<file path="config.mk">
export PLATFORM = sky130hd
export DESIGN_NAME = irq_clk_ctrl
export DESIGN_NICKNAME = d
export VERILOG_FILES = /design/src/rtl/irq_clk_pkg.sv /design/src/rtl/irq_clk_ctrl.sv
export SDC_FILE = /design/constraint.sdc
export NUM_CORES = 1
export LEC_CHECK = 0
export ABC_AREA = 1
export BUFFER_PORTS_ARGS = -buffer_cell sky130_fd_sc_hd__buf_2
export CAP_MARGIN = 30
export CORE_UTILIZATION = 44
export CTS_CLUSTER_SIZE = 8
export DETAILED_ROUTE_END_ITERATION = 8
export PLACE_DENSITY = 0.94
export SYNTH_ARGS = -nofsm -noshare
export SYNTH_HDL_FRONTEND = slang
export SYNTH_SLANG_ARGS = --single-unit
</file>
<file path="constraint.sdc">
create_clock -name clk -period 3.1 [get_ports clk]
set_clock_uncertainty 0.15 [all_clocks]
set_input_delay 0.155 -clock clk [delete_from_list [all_inputs] [get_ports clk]]
set_output_delay 0.155 -clock clk [all_outputs]
set_load 0.02 [all_outputs]
</file>
<file path="src/rtl/irq_clk_pkg.sv">
package irq_clk_pkg;
  // Register byte offsets (printed offset is not a multiple of four)
  localparam int unsigned          IRQ_CTL_INDEX   = 32'h0000_000b;
  localparam logic [5:0]           ADDR_IRQ_CTL    = 6'h2c;
  localparam logic [5:0]           ADDR_CLKCTL     = 6'h30;
  localparam logic [5:0]           ADDR_STATUS     = 6'h34;
  // Interrupt control field positions
  localparam int unsigned          BIT_GIE         = 0;
  localparam int unsigned          BIT_EEN         = 1;
  localparam int unsigned          BIT_T0EN        = 2;
  localparam int unsigned          BIT_T1EN        = 3;
  localparam int unsigned          BIT_EFLAG       = 4;
  localparam int unsigned          BIT_T0FLAG      = 5;
  localparam int unsigned          BIT_T1FLAG      = 6;
  // Clock control field positions
  localparam int unsigned          BIT_CLKSEL      = 0;
  // Reset values
  localparam logic [7:0]           IRQ_CTL_RESET   = 8'h00;
  // Vectors
  localparam logic [11:0]          VEC_EXT         = 12'h004;
  localparam logic [11:0]          VEC_T0          = 12'h008;
  localparam logic [11:0]          VEC_T1          = 12'h00c;
  // Oscillator option encodings
  typedef enum logic [1:0] {
    OSC_EXT_RC, OSC_EXT_XTAL, OSC_INT_RC_IO, OSC_INT_RC_RTC
  } osc_mode_t;
  typedef enum logic [1:0] {
    IRC_12MHZ, IRC_8MHZ, IRC_4MHZ, IRC_RSVD
  } irc_freq_t;
  // Operating modes in RC with RTC option
  typedef enum logic [1:0] {
    OPM_NORMAL, OPM_SLOW, OPM_IDLE
  } op_mode_t;
  // Empty stack pointer value
  localparam logic [3:0]           STACK_EMPTY     = 4'h0;
endpackage

</file>
<file path="src/rtl/irq_clk_ctrl.sv">
`timescale 1ns/1ns
module irq_clk_ctrl #(
  parameter bit                    TWO_TIMERS = 1'b1, // Timer1 present
  parameter int unsigned           STACK_PTR_W = 4    // Stack pointer width
) (
  // Clock and reset
  input  wire logic                clk,
  input  wire logic                rst_b,
  // Avalon-MM slave
  input  wire logic [5:0]          address,
  input  wire logic                read,
  input  wire logic                write,
  input  wire logic [31:0]         writedata,
  input  wire logic [3:0]          byteenable,
  output logic [31:0]              readdata,
  output logic                     waitrequest,
  // Core sequencer side
  input  wire logic                phase2_pulse,
  input  wire logic                return_from_interrupt,
  input  wire logic                subroutine_return,
  input  wire logic                stack_full,
  input  wire logic [STACK_PTR_W-1:0] stack_pointer,
  input  wire logic                halt_cmd,
  output logic                     irq_call,
  output logic [11:0]              irq_vector,
  output logic                     push_pc,
  output logic                     pop_pc,
  output logic                     wake,
  // Event sources
  input  wire logic                ext_irq_b,
  input  wire logic                timer0_ovf,
  input  wire logic                timer1_ovf,
  // Configuration options
  input  wire irq_clk_pkg::osc_mode_t osc_mode,
  input  wire irq_clk_pkg::irc_freq_t irc_freq,
  input  wire logic                wdt_osc_disable,
  // Clock gating outputs
  output logic                     sys_osc_run,
  output logic                     rc_osc_run,
  output logic                     rtc_osc_run,
  output logic                     wdt_osc_run,
  output logic                     sys_clk_is_rtc,
  output logic                     osc_pins_are_io,
  output irq_clk_pkg::irc_freq_t   irc_freq_sel,
  output irq_clk_pkg::op_mode_t    op_mode
);

  // Interrupt control bits and flags
  logic                            gie_reg, gie_next;
  logic                            een_reg, een_next;
  logic                            t0en_reg, t0en_next;
  logic                            t1en_reg, t1en_next;
  logic                            eflag_reg, eflag_next;
  logic                            t0flag_reg, t0flag_next;
  logic                            t1flag_reg, t1flag_next;
  // Clock select and power-down state
  logic                            clksel_reg, clksel_next;
  logic                            halt_reg, halt_next;
  // Pin history for edge detect; pin taken as synchronous
  logic                            pin_reg;
  // Bus answer registers
  logic [31:0]                     rdata_reg, rdata_next;
  logic                            ack_reg, ack_next;
  // Core strobes
  logic                            call_reg, call_next;
  logic [11:0]                     vec_reg, vec_next;
  logic                            pop_reg, pop_next;
  logic                            wake_reg, wake_next;
  // Clock outputs
  logic                            sysosc_reg, rcosc_reg, rtcosc_reg;
  logic                            wdtosc_reg, isrtc_reg, pinio_reg;
  irq_clk_pkg::irc_freq_t          freq_reg;
  irq_clk_pkg::op_mode_t           opm_reg, opm_next;

  // Decoded helpers
  logic                            ext_edge;
  logic                            t1_evt;
  logic                            wr_ctl, wr_clk;
  logic [7:0]                      ctl_view;
  logic                            ext_go, t0_go, t1_go;
  logic                            rtc_mode;

  // Falling edge on the active-low pin; sets no flag in power-down, but still wakes
  assign ext_edge = pin_reg & ~ext_irq_b;
  assign t1_evt   = TWO_TIMERS & timer1_ovf;
  // Writes take effect on the first request cycle, while waitrequest is still high
  assign wr_ctl   = write & ~ack_reg & (address == irq_clk_pkg::ADDR_IRQ_CTL)
                    & byteenable[0];
  assign wr_clk   = write & ~ack_reg & (address == irq_clk_pkg::ADDR_CLKCTL)
                    & byteenable[0];
  assign rtc_mode = (osc_mode == irq_clk_pkg::OSC_INT_RC_RTC);

  // Readable control view; absent timer1 bits read zero
  always_comb begin
    ctl_view = irq_clk_pkg::IRQ_CTL_RESET;
    ctl_view[irq_clk_pkg::BIT_GIE]    = gie_reg;
    ctl_view[irq_clk_pkg::BIT_EEN]    = een_reg;
    ctl_view[irq_clk_pkg::BIT_T0EN]   = t0en_reg;
    ctl_view[irq_clk_pkg::BIT_T1EN]   = t1en_reg & TWO_TIMERS;
    ctl_view[irq_clk_pkg::BIT_EFLAG]  = eflag_reg;
    ctl_view[irq_clk_pkg::BIT_T0FLAG] = t0flag_reg;
    ctl_view[irq_clk_pkg::BIT_T1FLAG] = t1flag_reg & TWO_TIMERS;
  end

  // Acceptance by fixed priority, gated by global enable and stack
  always_comb begin
    ext_go = gie_reg & ~stack_full & een_reg & eflag_reg;
    t0_go  = gie_reg & ~stack_full & t0en_reg & t0flag_reg & ~ext_go;
    t1_go  = gie_reg & ~stack_full & t1en_reg & t1flag_reg & TWO_TIMERS
             & ~ext_go & ~t0_go;
  end

  // Interrupt state next values
  always_comb begin
    gie_next    = gie_reg;
    een_next    = een_reg;
    t0en_next   = t0en_reg;
    t1en_next   = t1en_reg;
    eflag_next  = eflag_reg;
    t0flag_next = t0flag_reg;
    t1flag_next = t1flag_reg;
    call_next   = 1'b0;
    vec_next    = vec_reg;
    pop_next    = 1'b0;
    // Software writes: enables, and direct flag set or clear
    if (wr_ctl) begin
      gie_next    = writedata[irq_clk_pkg::BIT_GIE];
      een_next    = writedata[irq_clk_pkg::BIT_EEN];
      t0en_next   = writedata[irq_clk_pkg::BIT_T0EN];
      t1en_next   = writedata[irq_clk_pkg::BIT_T1EN] & TWO_TIMERS;
      eflag_next  = writedata[irq_clk_pkg::BIT_EFLAG];
      t0flag_next = writedata[irq_clk_pkg::BIT_T0FLAG];
      t1flag_next = writedata[irq_clk_pkg::BIT_T1FLAG] & TWO_TIMERS;
    end
    // Service happens only on a phase2 pulse
    if (phase2_pulse && !halt_reg) begin
      if (ext_go) begin
        eflag_next = 1'b0;
        gie_next   = 1'b0;
        call_next  = 1'b1;
        vec_next   = irq_clk_pkg::VEC_EXT;
      end else if (t0_go) begin
        t0flag_next = 1'b0;
        gie_next    = 1'b0;
        call_next   = 1'b1;
        vec_next    = irq_clk_pkg::VEC_T0;
      end else if (t1_go) begin
        t1flag_next = 1'b0;
        gie_next    = 1'b0;
        call_next   = 1'b1;
        vec_next    = irq_clk_pkg::VEC_T1;
      end else if (return_from_interrupt) begin
        gie_next = 1'b1;
        pop_next = 1'b1;
      end else if (subroutine_return) begin
        pop_next = 1'b1;
      end
    end
    // Hardware events win over clears, even when disabled
    if (ext_edge && !halt_reg) eflag_next = 1'b1;
    if (timer0_ovf) t0flag_next = 1'b1;
    if (t1_evt) t1flag_next = 1'b1;
  end

  // Power-down, clock select and wake next values
  always_comb begin
    clksel_next = clksel_reg;
    halt_next   = halt_reg;
    wake_next   = 1'b0;
    opm_next    = irq_clk_pkg::OPM_NORMAL;
    if (wr_clk) clksel_next = writedata[irq_clk_pkg::BIT_CLKSEL];
    // Any source, even disabled, ends power-down; pin edge read raw
    if (halt_reg && ((pin_reg & ~ext_irq_b) | timer0_ovf | t1_evt)) begin
      halt_next = 1'b0;
      wake_next = 1'b1;
    end else if (halt_cmd) begin
      halt_next = 1'b1;
    end
    if (halt_next) opm_next = irq_clk_pkg::OPM_IDLE;
    else if (rtc_mode && clksel_next) opm_next = irq_clk_pkg::OPM_SLOW;
  end

  // Bus answer: one wait cycle, then acknowledge
  always_comb begin
    ack_next  = (read | write) & ~ack_reg;
    rdata_next = rdata_reg;
    if (read && !ack_reg) begin
      case (address)
        irq_clk_pkg::ADDR_IRQ_CTL: rdata_next = {24'h00_0000, ctl_view};
        irq_clk_pkg::ADDR_CLKCTL: rdata_next = {31'h0000_0000, clksel_reg};
        irq_clk_pkg::ADDR_STATUS: rdata_next = {24'h00_0000, 1'b0,
                                    opm_reg == irq_clk_pkg::OPM_SLOW,
                                    halt_reg, stack_full,
                                    stack_pointer[3:0]};
        default:                  rdata_next = 32'h0000_0000;
      endcase
    end
  end

  // Register update
  always_ff @(posedge clk or negedge rst_b) begin
    if (!rst_b) begin
      gie_reg    <= 1'b0;
      een_reg    <= 1'b0;
      t0en_reg   <= 1'b0;
      t1en_reg   <= 1'b0;
      eflag_reg  <= 1'b0;
      t0flag_reg <= 1'b0;
      t1flag_reg <= 1'b0;
      clksel_reg <= 1'b0;
      halt_reg   <= 1'b0;
      pin_reg    <= 1'b1;
      rdata_reg  <= 32'h0000_0000;
      ack_reg    <= 1'b0;
      call_reg   <= 1'b0;
      vec_reg    <= 12'h000;
      pop_reg    <= 1'b0;
      wake_reg   <= 1'b0;
      opm_reg    <= irq_clk_pkg::OPM_NORMAL;
    end else begin
      gie_reg    <= gie_next;
      een_reg    <= een_next;
      t0en_reg   <= t0en_next;
      t1en_reg   <= t1en_next;
      eflag_reg  <= eflag_next;
      t0flag_reg <= t0flag_next;
      t1flag_reg <= t1flag_next;
      clksel_reg <= clksel_next;
      halt_reg   <= halt_next;
      pin_reg    <= ext_irq_b;
      rdata_reg  <= rdata_next;
      ack_reg    <= ack_next;
      call_reg   <= call_next;
      vec_reg    <= vec_next;
      pop_reg    <= pop_next;
      wake_reg   <= wake_next;
      opm_reg    <= opm_next;
    end
  end

  // Oscillator gating, registered so outputs come from flops
  always_ff @(posedge clk or negedge rst_b) begin
    if (!rst_b) begin
      sysosc_reg <= 1'b1;
      rcosc_reg  <= 1'b1;
      rtcosc_reg <= 1'b0;
      wdtosc_reg <= 1'b1;
      isrtc_reg  <= 1'b0;
      pinio_reg  <= 1'b0;
      freq_reg   <= irq_clk_pkg::IRC_12MHZ;
    end else begin
      sysosc_reg <= ~halt_next;
      rcosc_reg  <= (osc_mode == irq_clk_pkg::OSC_INT_RC_IO ||
                     osc_mode == irq_clk_pkg::OSC_INT_RC_RTC)
                    & ~halt_next & ~(rtc_mode & clksel_next);
      rtcosc_reg <= rtc_mode;
      wdtosc_reg <= ~wdt_osc_disable;
      isrtc_reg  <= rtc_mode & clksel_next;
      pinio_reg  <= (osc_mode == irq_clk_pkg::OSC_INT_RC_IO);
      freq_reg   <= irc_freq;
    end
  end

  assign readdata        = rdata_reg;
  assign waitrequest     = ~ack_reg;
  assign irq_call        = call_reg;
  assign push_pc         = call_reg;
  assign irq_vector      = vec_reg;
  assign pop_pc          = pop_reg;
  assign wake            = wake_reg;
  assign sys_osc_run     = sysosc_reg;
  assign rc_osc_run      = rcosc_reg;
  assign rtc_osc_run     = rtcosc_reg;
  assign wdt_osc_run     = wdtosc_reg;
  assign sys_clk_is_rtc  = isrtc_reg;
  assign osc_pins_are_io = pinio_reg;
  assign irc_freq_sel    = freq_reg;
  assign op_mode         = opm_reg;

  // Assertions
  property p_call_clears_gie;
    @(posedge clk) disable iff (!rst_b)
      $rose(call_reg) |-> !gie_reg;
  endproperty
  a_call_clears_gie: assert property (p_call_clears_gie)
    else $error("global enable still set after call");

  property p_no_call_stack_full;
    @(posedge clk) disable iff (!rst_b)
      stack_full |=> !call_reg;
  endproperty
  a_no_call_stack_full: assert property (p_no_call_stack_full)
    else $error("call taken with stack full");

  property p_ext_edge_sets;
    @(posedge clk) disable iff (!rst_b)
      (ext_edge && !halt_reg) |=> eflag_reg || (call_reg &&
        vec_reg == irq_clk_pkg::VEC_EXT);
  endproperty
  a_ext_edge_sets: assert property (p_ext_edge_sets)
    else $error("pin edge did not set flag");

  property p_ext_vector;
    @(posedge clk) disable iff (!rst_b)
      (phase2_pulse && !halt_reg && ext_go) |=>
        call_reg && vec_reg == irq_clk_pkg::VEC_EXT;
  endproperty
  a_ext_vector: assert property (p_ext_vector)
    else $error("external call wrong");

  property p_t0_vector;
    @(posedge clk) disable iff (!rst_b)
      (phase2_pulse && !halt_reg && !ext_go && t0_go) |=>
        call_reg && vec_reg == irq_clk_pkg::VEC_T0;
  endproperty
  a_t0_vector: assert property (p_t0_vector)
    else $error("timer0 call wrong");

  property p_t1_vector;
    @(posedge clk) disable iff (!rst_b)
      (phase2_pulse && !halt_reg && t1_go) |=>
        call_reg && vec_reg == irq_clk_pkg::VEC_T1;
  endproperty
  a_t1_vector: assert property (p_t1_vector)
    else $error("timer1 call wrong");

  property p_return_from_interrupt_sets_gie;
    @(posedge clk) disable iff (!rst_b)
      (phase2_pulse && !halt_reg && return_from_interrupt && !ext_go
        && !t0_go && !t1_go) |=> gie_reg && pop_reg;
  endproperty
  a_return_from_interrupt_sets_gie: assert property (p_return_from_interrupt_sets_gie)
    else $error("return did not set enable");

  property p_call_needs_phase2;
    @(posedge clk) disable iff (!rst_b)
      call_reg |-> $past(phase2_pulse);
  endproperty
  a_call_needs_phase2: assert property (p_call_needs_phase2)
    else $error("call off phase2");

  property p_masked;
    @(posedge clk) disable iff (!rst_b)
      !gie_reg |=> !call_reg;
  endproperty
  a_masked: assert property (p_masked)
    else $error("call while masked");

  property p_wake;
    @(posedge clk) disable iff (!rst_b)
      (halt_reg && timer0_ovf) |=> wake_reg ##1 !wake_reg;
  endproperty
  a_wake: assert property (p_wake)
    else $error("no wake on timer");

  c_ext_call: cover property (@(posedge clk) disable iff (!rst_b)
    call_reg && vec_reg == irq_clk_pkg::VEC_EXT);
  c_t1_call: cover property (@(posedge clk) disable iff (!rst_b)
    call_reg && vec_reg == irq_clk_pkg::VEC_T1);
  c_wake: cover property (@(posedge clk) disable iff (!rst_b) wake_reg);
  c_slow: cover property (@(posedge clk) disable iff (!rst_b)
    opm_reg == irq_clk_pkg::OPM_SLOW);
endmodule

</file>
==> impl_metrics.env <==
export IMPL_globalplace_congestion=0.841
export IMPL_fin_hold_ws_ps=28.6
export IMPL_timing_final_crit_period_ps=1960
export IMPL_synth_edff_count=0
export IMPL_crit_family="buffers and inverters"
export IMPL_fp_dieW_um=65.3
export IMPL_maxCapViolations=0
export IMPL_min_path_type="in2reg"
export IMPL_status="completed"
export IMPL_io_buffers=58
export IMPL_p_per_area_nw_per_um2=495
export IMPL_post_cts_resize_count=0
export IMPL_crit_arrival_ps=2030
export IMPL_synth_area_um2=1760
export IMPL_cts_path_max_buffers=2
export IMPL_grt_busiest_layer="met2"
export IMPL_worstMarginPinSlew_ps=682
export IMPL_drt_iter0_drc=57
export IMPL_largest_reg_flops=7
export IMPL_worstSetupPathType="in2reg"
export IMPL_firstDrtPassIters=4
export IMPL_rows=22
export IMPL_use_met3_pct=4.86
export IMPL_grt_max_degree=33
export IMPL_antenna_found_initial=0
export IMPL_core_um2=3740
export IMPL_slew_violations=0
export IMPL_final_core_util_pct=59.3
export IMPL_grt_overflow_total=0
export IMPL_die_area_um2=4260
export IMPL_period_share_pct=63.2
export IMPL_slowest_stage="dlygate4sd3_1"
export IMPL_clock_sinks=32
export IMPL_use_met2_pct=32.9
export IMPL_vias_per_cell=4.26
export IMPL_multi_input_area_um2=681
export IMPL_critPathCaptureType="register"
export IMPL_ys_types=20
export IMPL_numCtsBuffers=5
export IMPL_cts_setup_buffers=0
export IMPL_worstPathRequired_ps=3170
export IMPL_grt_usage_pct=17.7
export IMPL_wirelength_um=3450
export IMPL_drive_gt1_share_pct=26.8
export IMPL_critical_path_peak_fanout=9
export IMPL_synthesis_instances=220
export IMPL_tns_ps=0
export IMPL_wire_per_inst_um=9.94
export IMPL_nNetsFinal=361
export IMPL_max_freq_mhz=510
export IMPL_cts_clk_slew_worst_paths_ps=60
export IMPL_syn_avg_cell_area_um2=8.00
export IMPL_p_leak_nw=1.34
export IMPL_crit_buf_inv=3
export IMPL_start_util_pct=47.0
export IMPL_fillerInstances=363
export IMPL_ys_seq_area_share_pct=45.8
export IMPL_cts_tree="built"
export IMPL_slew_limit_headroom_pct=54.5
export IMPL_antenna_left=0
export IMPL_setup_viol=0
export IMPL_route_vias_total=1477
export IMPL_startpoint_type="input pin"
export IMPL_rsz0062_at_grt="false"
export IMPL_cts_root_buffer="clkbuf_8"
export IMPL_htreeDepth=2
export IMPL_critPathMaxStageDelay_ps=550
export IMPL_grtUsageMet1_pct=18.4
export IMPL_ys_warn_count=0
export IMPL_io_pins=122
export IMPL_dp_hpwl_um=2580
export IMPL_peakVddDrop_v=0.000360
export IMPL_path_cells="dlygate4sd3_1, buf_2, nand2_2, nor2_4, nand3_4, nand2_1, nand2_1, o21ai_1, dlygate4sd3_1"
export IMPL_first_global_vias=1413
export IMPL_area_delta_synth_final_pct=26.1
export IMPL_die_y_um=65.3
export IMPL_clock_latency_ps=280
export IMPL_area_sequential_um2=806
export IMPL_drc_errors=0
export IMPL_num_antenna_cells=0
export IMPL_grt_pass1_wl_um=5660
export IMPL_synth_seq_cells=32
export IMPL_ys_async_sr_fraction_pct=100
export IMPL_hold_viol=0
export IMPL_synth_main_ff_cell="dfrtp_1"
[cell usage after synthesis, types with 2 or more instances]
| library cell | number | area (µm²) |
|---|---|---|
| nand2_1 | 69 | 259 |
| nor2_1 | 13 | 48.8 |
| nand3b_1 | 3 | 22.5 |
| dfstp_2 | 4 | 105 |
| nor2_4 | 3 | 33.8 |
| dfrtp_1 | 28 | 701 |
| nor2_2 | 2 | 12.5 |
| o21ai_0 | 5 | 25.0 |
| nand2_2 | 2 | 12.5 |
| o21ai_1 | 2 | 10.0 |
| buf_4 | 37 | 278 |
| nand3_1 | 16 | 80.1 |
| inv_1 | 29 | 109 |
[cell type report]
type,instances,area share [%]
tap,48,2.71
clock buffer,8,4.51
multi-input combinational,154,30.7
timing repair buffer,75,20.7
inverter,30,5.07
sequential,32,36.3
[layer usage]
| layer | vias up | wire, µm |
|---|---|---|
| met5 | - | 0 |
| met4 | 0 | 38 |
| met3 | 7 | 243 |
| met2 | 61 | 1820 |
| met1 | 666 | 1350 |
| li1 | 743 | - |
[stage by stage]
step	power [mW]	instances	cell area, µm²	worst slack, ps
final	1.10	347	2220	1140
after CTS	1.11	347	2220	1170
after global routing	1.16	347	2220	977
after floorplan	0.698	254	1890	1780
after detailed placement	0.746	322	1950	1730
after global placement	0.738	322	1950	1750
[path summary, 6_finish.rpt]
path	to	depth (start not counted)	slack (ps)	startpoint
max in group asynchronous	osc_pins_are_io	2	2050	rst_b
min reg2reg	readdata[3]	2	320	readdata[3]
min	halt_reg	3	30	halt_cmd
max reg2reg	t0flag_reg	8	1200	ack_reg
min in group asynchronous	readdata[5]	2	310	rst_b
max	t0flag_reg	9	1140	write
[cells by family (layout without fill, tap and decap cells)]
group / count (synthesis) / in the layout / synth area share, %
flops: 32 / 32 / 45.8
buf+inv: 68 / 113 / 22.8
simple gates: 111 / 111 / 28.8
other cells: 1 / 35 / 0.213
compound gates: 8 / 8 / 2.42
[repair_timing]
item	CTS	global route
endpoints found under the setup margin	0	0
endpoints found under the hold margin	42	0
hold buffers	17	0
[tightest hold or removal path, delay by kind of cell]
kind / cells / cell delay [ps]
and+or+nand+nor: 2 / 150
buffers and inverters: 1 / 90
[layout by cell type (no fill, tap or decap), drive strengths merged]
master / instances
clkbuf: 8
o21ai: 7
nand2: 71
inv: 30
nor2: 18
a21boi: 1
dlygate4sd3: 17
dfstp: 4
buf: 58
nand3b: 3
nor3: 1
dfrtp: 28
nand3: 18
conb: 35
[where the power goes]
part / internal [mW] / total (mW) / switching [mW] / leakage (nW)
Combinational: 0.0833 / 0.263 / 0.180 / 0.899
Clock: 0.202 / 0.344 / 0.142 / 0.0515
Sequential: 0.468 / 0.492 / 0.0242 / 0.386
Total: 0.753 / 1.10 / 0.346 / 1.34
(Power assumes the default switching activity.)
